### src/rtl/cis_pkg.sv
// Package for the configuration initialization sequencer
// Shared offsets, field positions, reset values and timing counts
package cis_pkg;

  // System clock
  localparam int unsigned ClkFreqHz       = 50000000;
  // Internal oscillator, typical
  localparam int unsigned OscFreqHz       = 10000000;
  localparam int unsigned OscDivCount     = ClkFreqHz / OscFreqHz;
  // Initialization clock cycles after the loaded flag
  localparam int unsigned InitCycles      = 3185;
  // Reset time-out after an error, in microseconds
  localparam int unsigned ErrTimeoutUs    = 100;
  localparam int unsigned ErrTimeoutCyc   = ErrTimeoutUs * (ClkFreqHz / 1000000);

  // Register offsets (byte addresses)
  localparam logic [7:0] RegCtrl   = 8'h00;
  localparam logic [7:0] RegStatus = 8'h04;
  localparam logic [7:0] RegIrq    = 8'h08;
  localparam logic [7:0] RegMask   = 8'h0c;

  // Control field positions
  localparam int unsigned CtrlUserClk   = 0;
  localparam int unsigned CtrlInitDone  = 1;
  localparam int unsigned CtrlAutoRst   = 2;
  localparam int unsigned CtrlCompress  = 3;
  localparam int unsigned CtrlRestart   = 4;
  localparam logic [4:0]  CtrlReset     = 5'h00;

  // Event bit positions
  localparam int unsigned EvUserMode = 0;
  localparam int unsigned EvError    = 1;
  localparam int unsigned EvRelease  = 2;
  localparam logic [2:0]  MaskReset  = 3'h0;

  // Bus answer codes
  localparam logic [1:0] RespOkay   = 2'h0;
  localparam logic [1:0] RespSlvErr = 2'h2;

  typedef enum logic [1:0] {CisLoad, CisInit, CisUser, CisError} cis_state_e;

endpackage

### src/rtl/cis_decomp.sv
// Serial bitstream front end with optional run-length decompression
// Assumes bits arrive one per cycle with a valid strobe, synchronous to mclk
`timescale 1ns/10ps
module cis_decomp
  import cis_pkg::*;
#(
  parameter int unsigned RunWidth = 4
) (
  // Clock and reset
  input  wire logic mclk,
  input  wire logic rstn,
  input  wire logic clr,
  // Control
  input  wire logic compressEn,
  // Input stream
  input  wire logic inValid,
  input  wire logic inBit,
  output logic      inReady,
  // Output stream
  output logic      outValid,
  output logic      outBit
);

  // A compressed symbol is RunWidth bits of count then one data bit
  logic [RunWidth-1:0] runCnt_q, runCnt_d;
  logic [RunWidth-1:0] hdrCnt_q, hdrCnt_d;
  logic [RunWidth-1:0] hdr_q, hdr_d;
  logic                repBit_q, repBit_d;
  logic                outValid_d, outBit_d;
  logic                needBit;

  assign inReady = (runCnt_q == '0);
  assign needBit = hdrCnt_q == RunWidth[RunWidth-1:0];

  always_comb
  begin
    runCnt_d   = runCnt_q;
    hdrCnt_d   = hdrCnt_q;
    hdr_d      = hdr_q;
    repBit_d   = repBit_q;
    outValid_d = 1'b0;
    outBit_d   = outBit;
    if (clr)
    begin
      runCnt_d = '0;
      hdrCnt_d = '0;
    end
    else if (runCnt_q != '0)
    begin
      runCnt_d   = runCnt_q - 1'b1;
      outValid_d = 1'b1;
      outBit_d   = repBit_q;
    end
    else if (inValid)
    begin
      if (!compressEn)
      begin
        outValid_d = 1'b1;
        outBit_d   = inBit;
      end
      else if (!needBit)
      begin
        hdr_d    = {hdr_q[RunWidth-2:0], inBit};
        hdrCnt_d = hdrCnt_q + 1'b1;
      end
      else
      begin
        // Emit first copy now, the rest from the run counter
        outValid_d = 1'b1;
        outBit_d   = inBit;
        repBit_d   = inBit;
        runCnt_d   = hdr_q;
        hdrCnt_d   = '0;
      end
    end
  end

  always_ff @(posedge mclk)
  begin
    if (!rstn)
    begin
      runCnt_q <= '0;
      hdrCnt_q <= '0;
      hdr_q    <= '0;
      repBit_q <= 1'b0;
      outValid <= 1'b0;
      outBit   <= 1'b0;
    end
    else
    begin
      runCnt_q <= runCnt_d;
      hdrCnt_q <= hdrCnt_d;
      hdr_q    <= hdr_d;
      repBit_q <= repBit_d;
      outValid <= outValid_d;
      outBit   <= outBit_d;
    end
  end

endmodule // cis_decomp

### src/rtl/cis_sequencer.sv
// Configuration initialization sequencer with AXI4-Lite control registers
// Assumes all inputs synchronous to mclk; open-drain pins resolved outside
//
// Overview of operation
// RULE1: Initialization clock defaults to internal oscillator, 10 MHz typical.
// RULE2: Option picks internal oscillator or user start-up clock pin.
// RULE3: After loaded flag high, run 3185 init clocks, then user mode.
// RULE4: User start-up clock affects only initialization, not data loading.
// RULE5: Unselected user start-up clock pin serves as ordinary user pin.
// RULE6: Init-done goes low to high exactly when user mode begins.
// RULE7: Init-done exists only if enabled; open-drain, pulls low only.
// RULE8: With auto-restart, error pulls status low and resets config logic.
// RULE9: After reset time-out, status pin released for pull-up.
// RULE10: Host waits for status high after error before resending data.
// RULE11: Serial schemes accept compressed bitstream, decompressed on the fly.
// RULE12: Init counter clears on restart, counts selected clock after loaded.
`timescale 1ns/10ps
module cis_sequencer
  import cis_pkg::*;
#(
  parameter int unsigned InitCount  = InitCycles,
  parameter int unsigned ErrTimeout = ErrTimeoutCyc
) (
  // Clock and reset
  input  wire logic        mclk,
  input  wire logic        rstn,
  // AXI4-Lite write address and data
  input  wire logic [7:0]  s_axi_awaddr,
  input  wire logic        s_axi_awvalid,
  output logic             s_axi_awready,
  input  wire logic [31:0] s_axi_wdata,
  input  wire logic [3:0]  s_axi_wstrb,
  input  wire logic        s_axi_wvalid,
  output logic             s_axi_wready,
  output logic [1:0]       s_axi_bresp,
  output logic             s_axi_bvalid,
  input  wire logic        s_axi_bready,
  // AXI4-Lite read
  input  wire logic [7:0]  s_axi_araddr,
  input  wire logic        s_axi_arvalid,
  output logic             s_axi_arready,
  output logic [31:0]      s_axi_rdata,
  output logic [1:0]       s_axi_rresp,
  output logic             s_axi_rvalid,
  input  wire logic        s_axi_rready,
  // Configuration data stream
  input  wire logic        cfgValid,
  input  wire logic        cfgBit,
  output logic             cfgReady,
  output logic             loadValid,
  output logic             loadBit,
  input  wire logic        cfgError,
  input  wire logic        configLoadedFlag,
  // User start-up clock pin, sampled as a level
  input  wire logic        userStartupClockIn,
  output logic             userStartupClockOut,
  output logic             userStartupClockOe,
  input  wire logic        userIoOut,
  input  wire logic        userIoOe,
  output logic             userIoIn,
  // Open-drain init-done pin
  output logic             initDoneOut,
  output logic             initDoneOe,
  // Open-drain status pin
  input  wire logic        configStatusNIn,
  output logic             configStatusNOut,
  output logic             configStatusNOe,
  // Status
  output logic             userMode,
  output logic             irq
);

  cis_state_e  state_q, state_d;
  logic [4:0]  ctrl_q, ctrl_d;
  logic [2:0]  irqStat_q, irqStat_d;
  logic [2:0]  mask_q, mask_d;
  logic [11:0] initCnt_q, initCnt_d;
  logic [31:0] errCnt_q, errCnt_d;
  logic [2:0]  oscDiv_q, oscDiv_d;
  logic        usrClk_q, usrClk_d;
  logic        awHave_q, awHave_d, wHave_q, wHave_d;
  logic [7:0]  awAddr_q, awAddr_d;
  logic [31:0] wData_q, wData_d;
  logic [3:0]  wStrb_q, wStrb_d;
  logic        bValid_d, rValid_d;
  logic [31:0] rData_d;
  logic [1:0]  bResp_d, rResp_d;
  logic        oscTick, usrTick, initTick, doWrite, doRead, restart;
  logic [2:0]  events;

  function automatic logic addrOk(input logic [7:0] a);
    if (a == RegCtrl) return 1'b1;
    else if (a == RegStatus) return 1'b1;
    else if (a == RegIrq) return 1'b1;
    else if (a == RegMask) return 1'b1;
    else return 1'b0;
  endfunction

  // RULE1: oscillator divider
  assign oscTick  = (oscDiv_q == 3'(OscDivCount - 1));
  // RULE2: rising edge of sampled user clock
  assign usrTick  = userStartupClockIn & ~usrClk_q;
  // RULE2: clock source select
  assign initTick = ctrl_q[CtrlUserClk] ? usrTick : oscTick;

  // RULE5: pin is plain user I/O when not the start-up clock
  assign userStartupClockOut = userIoOut;
  assign userStartupClockOe  = userIoOe & ~ctrl_q[CtrlUserClk];
  assign userIoIn            = ctrl_q[CtrlUserClk] ? 1'b0 : userStartupClockIn;

  assign userMode = (state_q == CisUser);
  // RULE6: init-done released when user mode starts
  // RULE7: open drain, only drives low, only when enabled
  assign initDoneOut = 1'b0;
  assign initDoneOe  = ctrl_q[CtrlInitDone] & ~userMode;
  // RULE8: status pin pulled low during error recovery
  assign configStatusNOut = 1'b0;
  assign configStatusNOe  = (state_q == CisError);

  assign irq = |(irqStat_q & mask_q);

  // RULE4: loading path independent of start-up clock selection
  // RULE11: compressed stream decoded on the fly
  cis_decomp u_decomp (
    .mclk       (mclk),
    .rstn       (rstn),
    .clr        (restart),
    .compressEn (ctrl_q[CtrlCompress]),
    .inValid    (cfgValid & (state_q == CisLoad)),
    .inBit      (cfgBit),
    .inReady    (cfgReady),
    .outValid   (loadValid),
    .outBit     (loadBit)
  );

  // Bus handshakes
  assign s_axi_awready = ~awHave_q & ~s_axi_bvalid;
  assign s_axi_wready  = ~wHave_q & ~s_axi_bvalid;
  assign s_axi_arready = ~s_axi_rvalid;
  assign doWrite = awHave_q & wHave_q & ~s_axi_bvalid;
  assign doRead  = s_axi_arvalid & s_axi_arready;
  assign restart = doWrite && (awAddr_q == RegCtrl) && wStrb_q[0] && wData_q[CtrlRestart];

  always_comb
  begin
    awHave_d = awHave_q;
    wHave_d  = wHave_q;
    awAddr_d = awAddr_q;
    wData_d  = wData_q;
    wStrb_d  = wStrb_q;
    bValid_d = s_axi_bvalid & ~s_axi_bready;
    bResp_d  = s_axi_bresp;
    rValid_d = s_axi_rvalid & ~s_axi_rready;
    rData_d  = s_axi_rdata;
    rResp_d  = s_axi_rresp;
    ctrl_d   = ctrl_q;
    mask_d   = mask_q;
    if (s_axi_awvalid && s_axi_awready)
    begin
      awHave_d = 1'b1;
      awAddr_d = s_axi_awaddr;
    end
    if (s_axi_wvalid && s_axi_wready)
    begin
      wHave_d = 1'b1;
      wData_d = s_axi_wdata;
      wStrb_d = s_axi_wstrb;
    end
    if (doWrite)
    begin
      awHave_d = 1'b0;
      wHave_d  = 1'b0;
      bValid_d = 1'b1;
      bResp_d  = addrOk(awAddr_q) ? RespOkay : RespSlvErr;
      if (wStrb_q[0])
      begin
        if (awAddr_q == RegCtrl)
          ctrl_d = {1'b0, wData_q[3:0]};
        else if (awAddr_q == RegMask)
          mask_d = wData_q[2:0];
      end
    end
    if (doRead)
    begin
      rValid_d = 1'b1;
      rResp_d  = addrOk(s_axi_araddr) ? RespOkay : RespSlvErr;
      rData_d  = '0;
      if (s_axi_araddr == RegCtrl)
        rData_d = {27'h0, ctrl_q};
      else if (s_axi_araddr == RegStatus)
        rData_d = {16'h0, initCnt_q, 2'h0, 2'(state_q)} | (32'(configStatusNIn) << 4);
      else if (s_axi_araddr == RegIrq)
        rData_d = {29'h0, irqStat_q};
      else if (s_axi_araddr == RegMask)
        rData_d = {29'h0, mask_q};
    end
  end

  // Sequencer
  always_comb
  begin
    state_d   = state_q;
    initCnt_d = initCnt_q;
    errCnt_d  = errCnt_q;
    oscDiv_d  = oscTick ? 3'h0 : oscDiv_q + 3'h1;
    usrClk_d  = userStartupClockIn;
    events    = 3'h0;
    case (state_q)
      CisLoad:
      begin
        initCnt_d = '0;
        // RULE8: auto-restart on error
        if (cfgError && ctrl_q[CtrlAutoRst])
        begin
          state_d  = CisError;
          errCnt_d = '0;
          events[EvError] = 1'b1;
        end
        else if (configLoadedFlag)
          state_d = CisInit;
      end
      CisInit:
      begin
        // RULE12: count only selected init clock edges
        // RULE3: fixed init length
        if (initTick)
        begin
          if (initCnt_q == 12'(InitCount - 1))
          begin
            state_d = CisUser;
            events[EvUserMode] = 1'b1;
          end
          initCnt_d = initCnt_q + 12'h1;
        end
      end
      CisUser:
        state_d = CisUser;
      CisError:
      begin
        // RULE9: release after time-out
        errCnt_d = errCnt_q + 32'h1;
        if (errCnt_q == ErrTimeout - 1)
        begin
          state_d = CisLoad;
          events[EvRelease] = 1'b1;
        end
      end
      default:
        state_d = CisLoad;
    endcase
    // RULE12: restart clears counter and reloads
    if (restart)
    begin
      state_d   = CisLoad;
      initCnt_d = '0;
    end
    // Event set wins over read clear
    irqStat_d = ((doRead && s_axi_araddr == RegIrq) ? 3'h0 : irqStat_q) | events;
  end

  always_ff @(posedge mclk)
  begin
    if (!rstn)
    begin
      state_q      <= CisLoad;
      ctrl_q       <= CtrlReset;
      mask_q       <= MaskReset;
      irqStat_q    <= 3'h0;
      initCnt_q    <= '0;
      errCnt_q     <= '0;
      oscDiv_q     <= 3'h0;
      usrClk_q     <= 1'b0;
      awHave_q     <= 1'b0;
      wHave_q      <= 1'b0;
      awAddr_q     <= 8'h00;
      wData_q      <= 32'h0;
      wStrb_q      <= 4'h0;
      s_axi_bvalid <= 1'b0;
      s_axi_bresp  <= RespOkay;
      s_axi_rvalid <= 1'b0;
      s_axi_rdata  <= 32'h0;
      s_axi_rresp  <= RespOkay;
    end
    else
    begin
      state_q      <= state_d;
      ctrl_q       <= ctrl_d;
      mask_q       <= mask_d;
      irqStat_q    <= irqStat_d;
      initCnt_q    <= initCnt_d;
      errCnt_q     <= errCnt_d;
      oscDiv_q     <= oscDiv_d;
      usrClk_q     <= usrClk_d;
      awHave_q     <= awHave_d;
      wHave_q      <= wHave_d;
      awAddr_q     <= awAddr_d;
      wData_q      <= wData_d;
      wStrb_q      <= wStrb_d;
      s_axi_bvalid <= bValid_d;
      s_axi_bresp  <= bResp_d;
      s_axi_rvalid <= rValid_d;
      s_axi_rdata  <= rData_d;
      s_axi_rresp  <= rResp_d;
    end
  end

endmodule // cis_sequencer

### config.mk
export PLATFORM = sky130hd
export DESIGN_NAME = cis_sequencer
export DESIGN_NICKNAME = d
export VERILOG_FILES = /design/src/rtl/cis_pkg.sv /design/src/rtl/cis_decomp.sv /design/src/rtl/cis_sequencer.sv
export SDC_FILE = /design/constraint.sdc
export NUM_CORES = 1
export LEC_CHECK = 0
export ABC_CLOCK_PERIOD_IN_PS = 2700
export BUFFER_PORTS_ARGS = -buffer_cell sky130_fd_sc_hd__buf_4
export CAP_MARGIN = 10
export CELL_PAD_IN_SITES_DETAIL_PLACEMENT = 1
export CELL_PAD_IN_SITES_GLOBAL_PLACEMENT = 2
export CORE_UTILIZATION = 30
export CTS_CLUSTER_DIAMETER = 100
export CTS_CLUSTER_SIZE = 30
export DETAILED_ROUTE_END_ITERATION = 8
export PLACE_DENSITY_LB_ADDON = 0.1
export SLEW_MARGIN = 20
export SYNTH_ARGS = -nofsm -noshare
export SYNTH_HDL_FRONTEND = slang
export SYNTH_SLANG_ARGS = --single-unit
### constraint.sdc
create_clock -name mclk -period 2.7 [get_ports mclk]
set_input_delay 0.405 -clock mclk [delete_from_list [all_inputs] [get_ports mclk]]
set_output_delay 0.405 -clock mclk [all_outputs]
set_load 0.03 [all_outputs]
==> metrics, run 1 <==
leak pwr between 2 and 2.5 nW; slew margin rel. 0.5729; synth unique cells 59; H-tree depth 3; Setup crit end errCnt_q[25]; n_diodes 0; core box area around 17,000 sq um; # DRC 0; IO buf count 67; worst vdd ir 326.7 uV; pwr/cell area between 600 and 700 nW/um^2; placed insts approximately 890; ys flop type dfxtp_1; DRT Pass-1 Iters 4; fraction of layout cells with a size suffix above 1 0.1543; Hold WC Path Type input pin to flop; post-cts resize count 0; reg2reg start state_q[0]; YS warnings 0; Worst Setup SP state_q[0]; hold path cells 2; clock buffer count from CTS 9; CTS tree yes; DRT antenna net count 0; shortest period the worst path allows roughly 2.3 ns; antenna violations before repair 0; largest net degree at the start of global routing 58; initial core utilization 0.3111; RSZ-0062 raised after global routing false; synth-to-layout area growth 18.82%; Syn Area/Cell 8.440 sq um; Post-synth EDFFs 0; row count 47; vias about 4,400; CP Data Arrival Time approximately 2.6 ns; Layout fillers 2,022; fin. max-slew vios 0; crit-path max FO 8; Compound-Gate Fraction of Synth Area 0.09517; post-synthesis mux area share 0.05141; Worst Tran Pin Value around 0.64 ns; vias per inst between 4 and 5; synthesized cell area 5233 sq um; final core utilization 0.3697; XOR/XNOR Fraction of Synth Area 0.05858; Reg2Reg Setup Slack ~0.41 ns; Clock Sink Count about 110; status complete, no violations; Die X roughly 130 um; Post-synth top cells dfxtp_1 (111), nor2_1 (80), nand2_1 (71); DR iter-0 viols around 200; Total GRT Usage 0.1564; largest family of logic cells by synthesized area simple AND/OR/NAND/NOR gates; Die ar. around 18,000 sq um; beginning of the worst hold path s_axi_rready; clk slew on worst S/H paths 0.07 ns; top cell type's share of synthesized area 0.4247; Fmax between 0.4 and 0.5 GHz; GPL Wtd Cong roughly 0.75; final hold viol count 0; Post-Layout Cell Count slightly above 900; Seq/Total Area, Yosys 0.4247; Reg2Reg Depth 7; most common cell in the netlist dfxtp_1; Die H around 130 um; routed len/inst roughly 15 um; Worst Skew ~0.0043 ns; Fin Setup TNS 0 ns; vias in the first global route 4,499; hpwl dp slightly below 10 mm; clock latency on the worst-skew pair between 0.3 and 0.4 ns; Post-Synth Adder-Cell Area 0.03109; Max-cap violations 0; final setup fails 0; Critical R2R Capture errCnt_q[25]; area leader, netlist dfxtp_1; Post-CTS Setup Bufs 0; fraction of registers with async set or reset after synthesis 0; Max Root-Sink Buffers 2; total chip power 3.907 mW; CTS root buf clkbuf_16; number of synthesized register bits about 110; Synth Area in Simple Gates 0.2733; first-pass GRT wire length ~22 mm; Syn Inst Count 620; Hold Buf Count CTS 0; I/O pin total 120; CP required about 3.0 ns; Worst setup SP type flop; total wire length 13.43 mm; crit path capture type flop; Final period util 0.8497; Nets 762; top cells by area, synth dfxtp_1 (42%), nor2_1 (5.7%), nand2_1 (5.1%), a21oi_1 (4.7%), nand3_1 (3.8%); Crit Path Category flop to flop; total congestion overflow 0
area by class of cell:
type,instances,area (sq um),area share
inverters,23,86.33,0.01389
repair buffers,77,578.1,0.09298
flip-flops and latches,111,2222,0.3574
multi-input cells,460,2741,0.4409
clock buffers,10,229.0,0.03683
well taps,220,275.3,0.04427
clock inverters,6,85.08,0.01368
metrics by stage:
step	setup slack [ns]	hold slack, ns	instance area (sq um)
2_1_floorplan	0.7966	0.4284	5304
3_3_place_gp	0.4737	0.4394	5903
3_5_place_dp	0.3819	0.4506	5903
4_1_cts	0.3438	0.2203	6217
5_1_grt	0.1996	0.2304	6217
6_report	0.4058	0.2392	6217
cell usage in the layout, fill, tap and decap left out, types with 6 or more instances in the layout:
| cell | netlist | final |
|---|---|---|
| nor4_1 | 6 | 6 |
| a211oi_1 | 6 | 6 |
| mux2i_1 | 19 | 19 |
| nand2_1 | 71 | 71 |
| clkbuf_16 | 0 | 9 |
| nor2_1 | 80 | 80 |
| inv_1 | 23 | 22 |
| nand4_1 | 19 | 19 |
| or3_1 | 8 | 8 |
| xnor2_1 | 15 | 15 |
| xor2_1 | 20 | 20 |
| buf_4 | 22 | 77 |
| nor3_1 | 8 | 8 |
| ha_1 | 13 | 13 |
| conb_1 | 1 | 20 |
| o21ai_0 | 11 | 10 |
| nand3_1 | 40 | 40 |
| a21oi_1 | 49 | 49 |
| dfxtp_1 | 111 | 111 |
| and3_1 | 11 | 11 |
cell families after synthesis:
family	after synthesis
AO/OA/AOI/OAI	84
flip-flops	111
AND/OR/NAND/NOR	284
adder cells (fa/ha/maj)	13
multiplexers	24
other	1
XOR/XNOR	35
buffers and inverters	68
report_power, final:
group          internal (mW)  total, mW  switching (mW)
registers               1.69       1.74          0.0428
logic                  0.273      0.750           0.477
clock network          0.811       1.42           0.609
state kept, by name (all words and copies together) (netlist names), 2 cells and up:
name and count:
errCnt_q 32, s_axi_rdata 16, initCnt_q 12, awAddr_q 8
wData_q 5, ctrl_q 4, u_decomp.hdrCnt_q 4, u_decomp.hdr_q 4
u_decomp.runCnt_q 4, irqStat_q 3, mask_q 3, oscDiv_q 3
state_q 2
how the worst min path moves through the flow:
stage                   endpoint  slack, ns
6_report            s_axi_rvalid       0.24
5_1_grt             s_axi_rvalid       0.23
4_1_cts             s_axi_rvalid       0.22
3_5_place_dp     s_axi_rdata[11]       0.45
3_3_place_gp   u_decomp.repBit_q       0.44
2_1_floorplan  u_decomp.repBit_q       0.43
metal layers:
| layer | vias up | GRT usage | routed length, um |
|---|---|---|---|
| li1 | 2222 | - | - |
| met1 | 2125 | 0.1941 | 6248 |
| met2 | 78 | 0.2746 | 6538 |
| met3 | 8 | 0.03704 | 532 |
| met4 | 0 | 0.03184 | 113 |
| met5 | - | 0 | 0 |
critical path, stage by stage, from the launching register on:
cell      delay, ns
dfxtp_1        0.43
inv_1          0.11
ha_1           0.32
a21boi_0       0.20
nor3_1         0.37
nand3_2        0.23
or3_1          0.41
a21oi_1        0.16
No activity file was read; power rests on OpenSTA's default activity.
==> run 2: changes to the inputs <==
--- a/config.mk
+++ b/config.mk
@@ -5,7 +5,7 @@
 export SDC_FILE = /design/constraint.sdc
 export NUM_CORES = 1
 export LEC_CHECK = 0
-export ABC_CLOCK_PERIOD_IN_PS = 2700
+export ABC_CLOCK_PERIOD_IN_PS = 2180
 export BUFFER_PORTS_ARGS = -buffer_cell sky130_fd_sc_hd__buf_4
 export CAP_MARGIN = 10
 export CELL_PAD_IN_SITES_DETAIL_PLACEMENT = 1
==> constraint.sdc (replaced) <==
create_clock -name mclk -period 2.18 [get_ports mclk]
set_input_delay 0.327 -clock mclk [delete_from_list [all_inputs] [get_ports mclk]]
set_output_delay 0.327 -clock mclk [all_outputs]
set_load 0.03 [all_outputs]
==> metrics, run 2 (same netlist as run 1, synthesis figures left out) <==
sw frac 0.2848 (-0.003999); Flop pwr share 0.426 (-0.019); max reg flops 32 (unchanged); Crit Path Category flop to output pin; commonest cells after routing, fill and taps aside dfxtp_1 (111), buf_4 (91), nor2_1 (80); initial core utilization 0.3111 (unchanged); row count 47 (unchanged); Switch Pwr 1.431 mW (+27%); Max-cap violations 0 (unchanged); Fin Setup TNS 0 ns (unchanged); Post-Layout Cell Count 923 (+1.8%); largest reg by FF count errCnt_q; Worst Skew 0.009219 ns (+0.004936 ns); IO buf count 67 (unchanged); Int Pwr 3.592 mW (+29%); synth-to-layout area growth 21.98%; status complete, no violations; shortest period the worst path allows around 2.0 ns; pwr/cell area 786.9 nW/um^2 (+25%); Post-CTS Setup Bufs 0 (unchanged); gr busiest metal met2; M1 GR Usage 0.1986 (+0.004537); Total GRT Usage 0.1557 (-0.0006582); final hold viol count 0 (unchanged); fin. max-slew vios 0 (unchanged); worst vdd ir 442.8 uV (+36%); Die X 134.1 um (unchanged); combinational power share 0.206 (+0.014); Worst setup SP type flop; final core utilization 0.3795 (+0.009820); Reg area 2222 sq um (unchanged); clock buffer count from CTS 9 (unchanged); crit path capture type output pin; Setup WS post-layout 0.1468 ns (-0.2590 ns); commonest non-fill, non-tap cell in the layout dfxtp_1; pre-CTS setup slack 0.1778 ns (-0.2041 ns); # DRC 0 (unchanged); vias 4,485 (+1.2%); RSZ-0062 raised after global routing false; DR iter-0 viols 128 (-35%); Worst Tran Pin Value 0.5281 ns (-0.1126 ns); met3 usage 0.02343 (-0.01361); largest net degree at the start of global routing 30 (-48%); clk slew on worst S/H paths 0.07 ns (about the same); antenna violations before repair 0 (unchanged); CTS root buf clkbuf_16; final hold slack 0.1604 ns (-0.07875 ns); M2 GR Usage 0.2671 (-0.007484); Hold WC Path Type input pin to flop; vias per inst 4.859 (-0.58%); fraction of layout cells with a size suffix above 1 0.1764 (+0.02209); H-tree depth 3 (unchanged); hpwl dp 10.07 mm (+1.5%); CTS tree yes; first-pass GRT wire length 22.38 mm (about the same); placed insts 907 (+1.8%); crit-path max FO 10 (+2); Die H 134.1 um (unchanged); final setup fails 0 (unchanged); GPL Wtd Cong 0.7488 (about the same); footprint of the multi-input gates 2744 sq um (about the same); Clock Sink Count 111 (unchanged); Clk pwr share 0.367 (+0.004); CP required 1.85 ns (-1.13 ns); leak pwr 2.508 nW (+4.4%); Nets 778 (+2.1%); Die ar. 17,970 sq um (unchanged); Final period util 0.9326; total wire length 13.49 mm (+0.40%); DRT Pass-1 Iters 4 (unchanged); total congestion overflow 0 (unchanged); Layout fillers 2,027 (+0.25%); vias in the first global route 4,496 (-0.067%); CP Data Arrival Time 1.71 ns (-0.86 ns); DRT antenna net count 0 (unchanged); core box area 16,820 sq um (unchanged); clock latency on the worst-skew pair 0.35 ns (about the same); I/O pin total 120 (unchanged); Hold Buf Count CTS 0 (unchanged); Max Root-Sink Buffers 2 (unchanged); slew margin rel. 0.6389 (+0.06595); Largest regs errCnt_q (32), s_axi_rdata (16), initCnt_q (12); Fmax approximately 0.5 GHz; n_diodes 0 (unchanged); routed len/inst 14.61 um (-1.3%)
-- run 2: worst max-delay path, stage by stage (launching register included) --
cell and delay (ns):
dfxtp_1 0.31, inv_1 0.08, ha_1 0.21, or3b_4 0.47, inv_1 0.12, buf_4 0.17
-- run 2: worst paths after layout --
| check | startpoint | end | slack [ns] | depth (start not counted) |
|---|---|---|---|---|
| setup / recovery | u_decomp.runCnt_q[0] | cfgReady | 0.15 | 5 |
| hold / removal | s_axi_rready | s_axi_rvalid | 0.16 | 2 |
| setup reg to reg | errCnt_q[21] | state_q[1] | 0.18 | 5 |
| hold reg to reg | s_axi_rdata[0] | s_axi_rdata[0] | 0.45 | 2 |
-- run 2: timing repair --
action,CTS,global route
cloned,0,0
endpoints found under the setup margin,1,2
resized for setup,1,0
endpoints found under the hold margin,0,0
pin swaps,0,1
-- run 2: metal layers --
metal	routed length, um	vias to the layer above
li1	-	2258
met1	6494	2141
met4	207	0
met3	454	13
met2	6329	73
met5	0	-
-- run 2: metrics by stage --
step / cell area [sq um] / total power [mW]
after floorplan: 5304 / 2.859
after global placement: 6048 / 3.209
after detailed placement: 6048 / 3.229
after CTS: 6382 / 5.126
after global routing: 6382 / 5.291
final: 6382 / 5.023
-- run 2: power groups by stage --
| stage | clock network (mW) | logic, mW | registers (mW) |
|---|---|---|---|
| after floorplan | 0 | 0.638 | 2.22 |
| after global placement | 0 | 1.02 | 2.19 |
| after detailed placement | 0 | 1.04 | 2.19 |
| after CTS | 1.93 | 1.06 | 2.14 |
| after global routing | 1.99 | 1.15 | 2.15 |
| final | 1.84 | 1.04 | 2.14 |
-- run 2: area by class of cell --
class                           instances  share of cell area
Clock buffer                           11             0.03960
Inverter                               23             0.01353
Multi-Input combinational cell        460              0.4299
Clock inverter                          5             0.01235
Tap cell                              220             0.04313
Sequential cell                       111              0.3482
Timing Repair Buffer                   93              0.1133
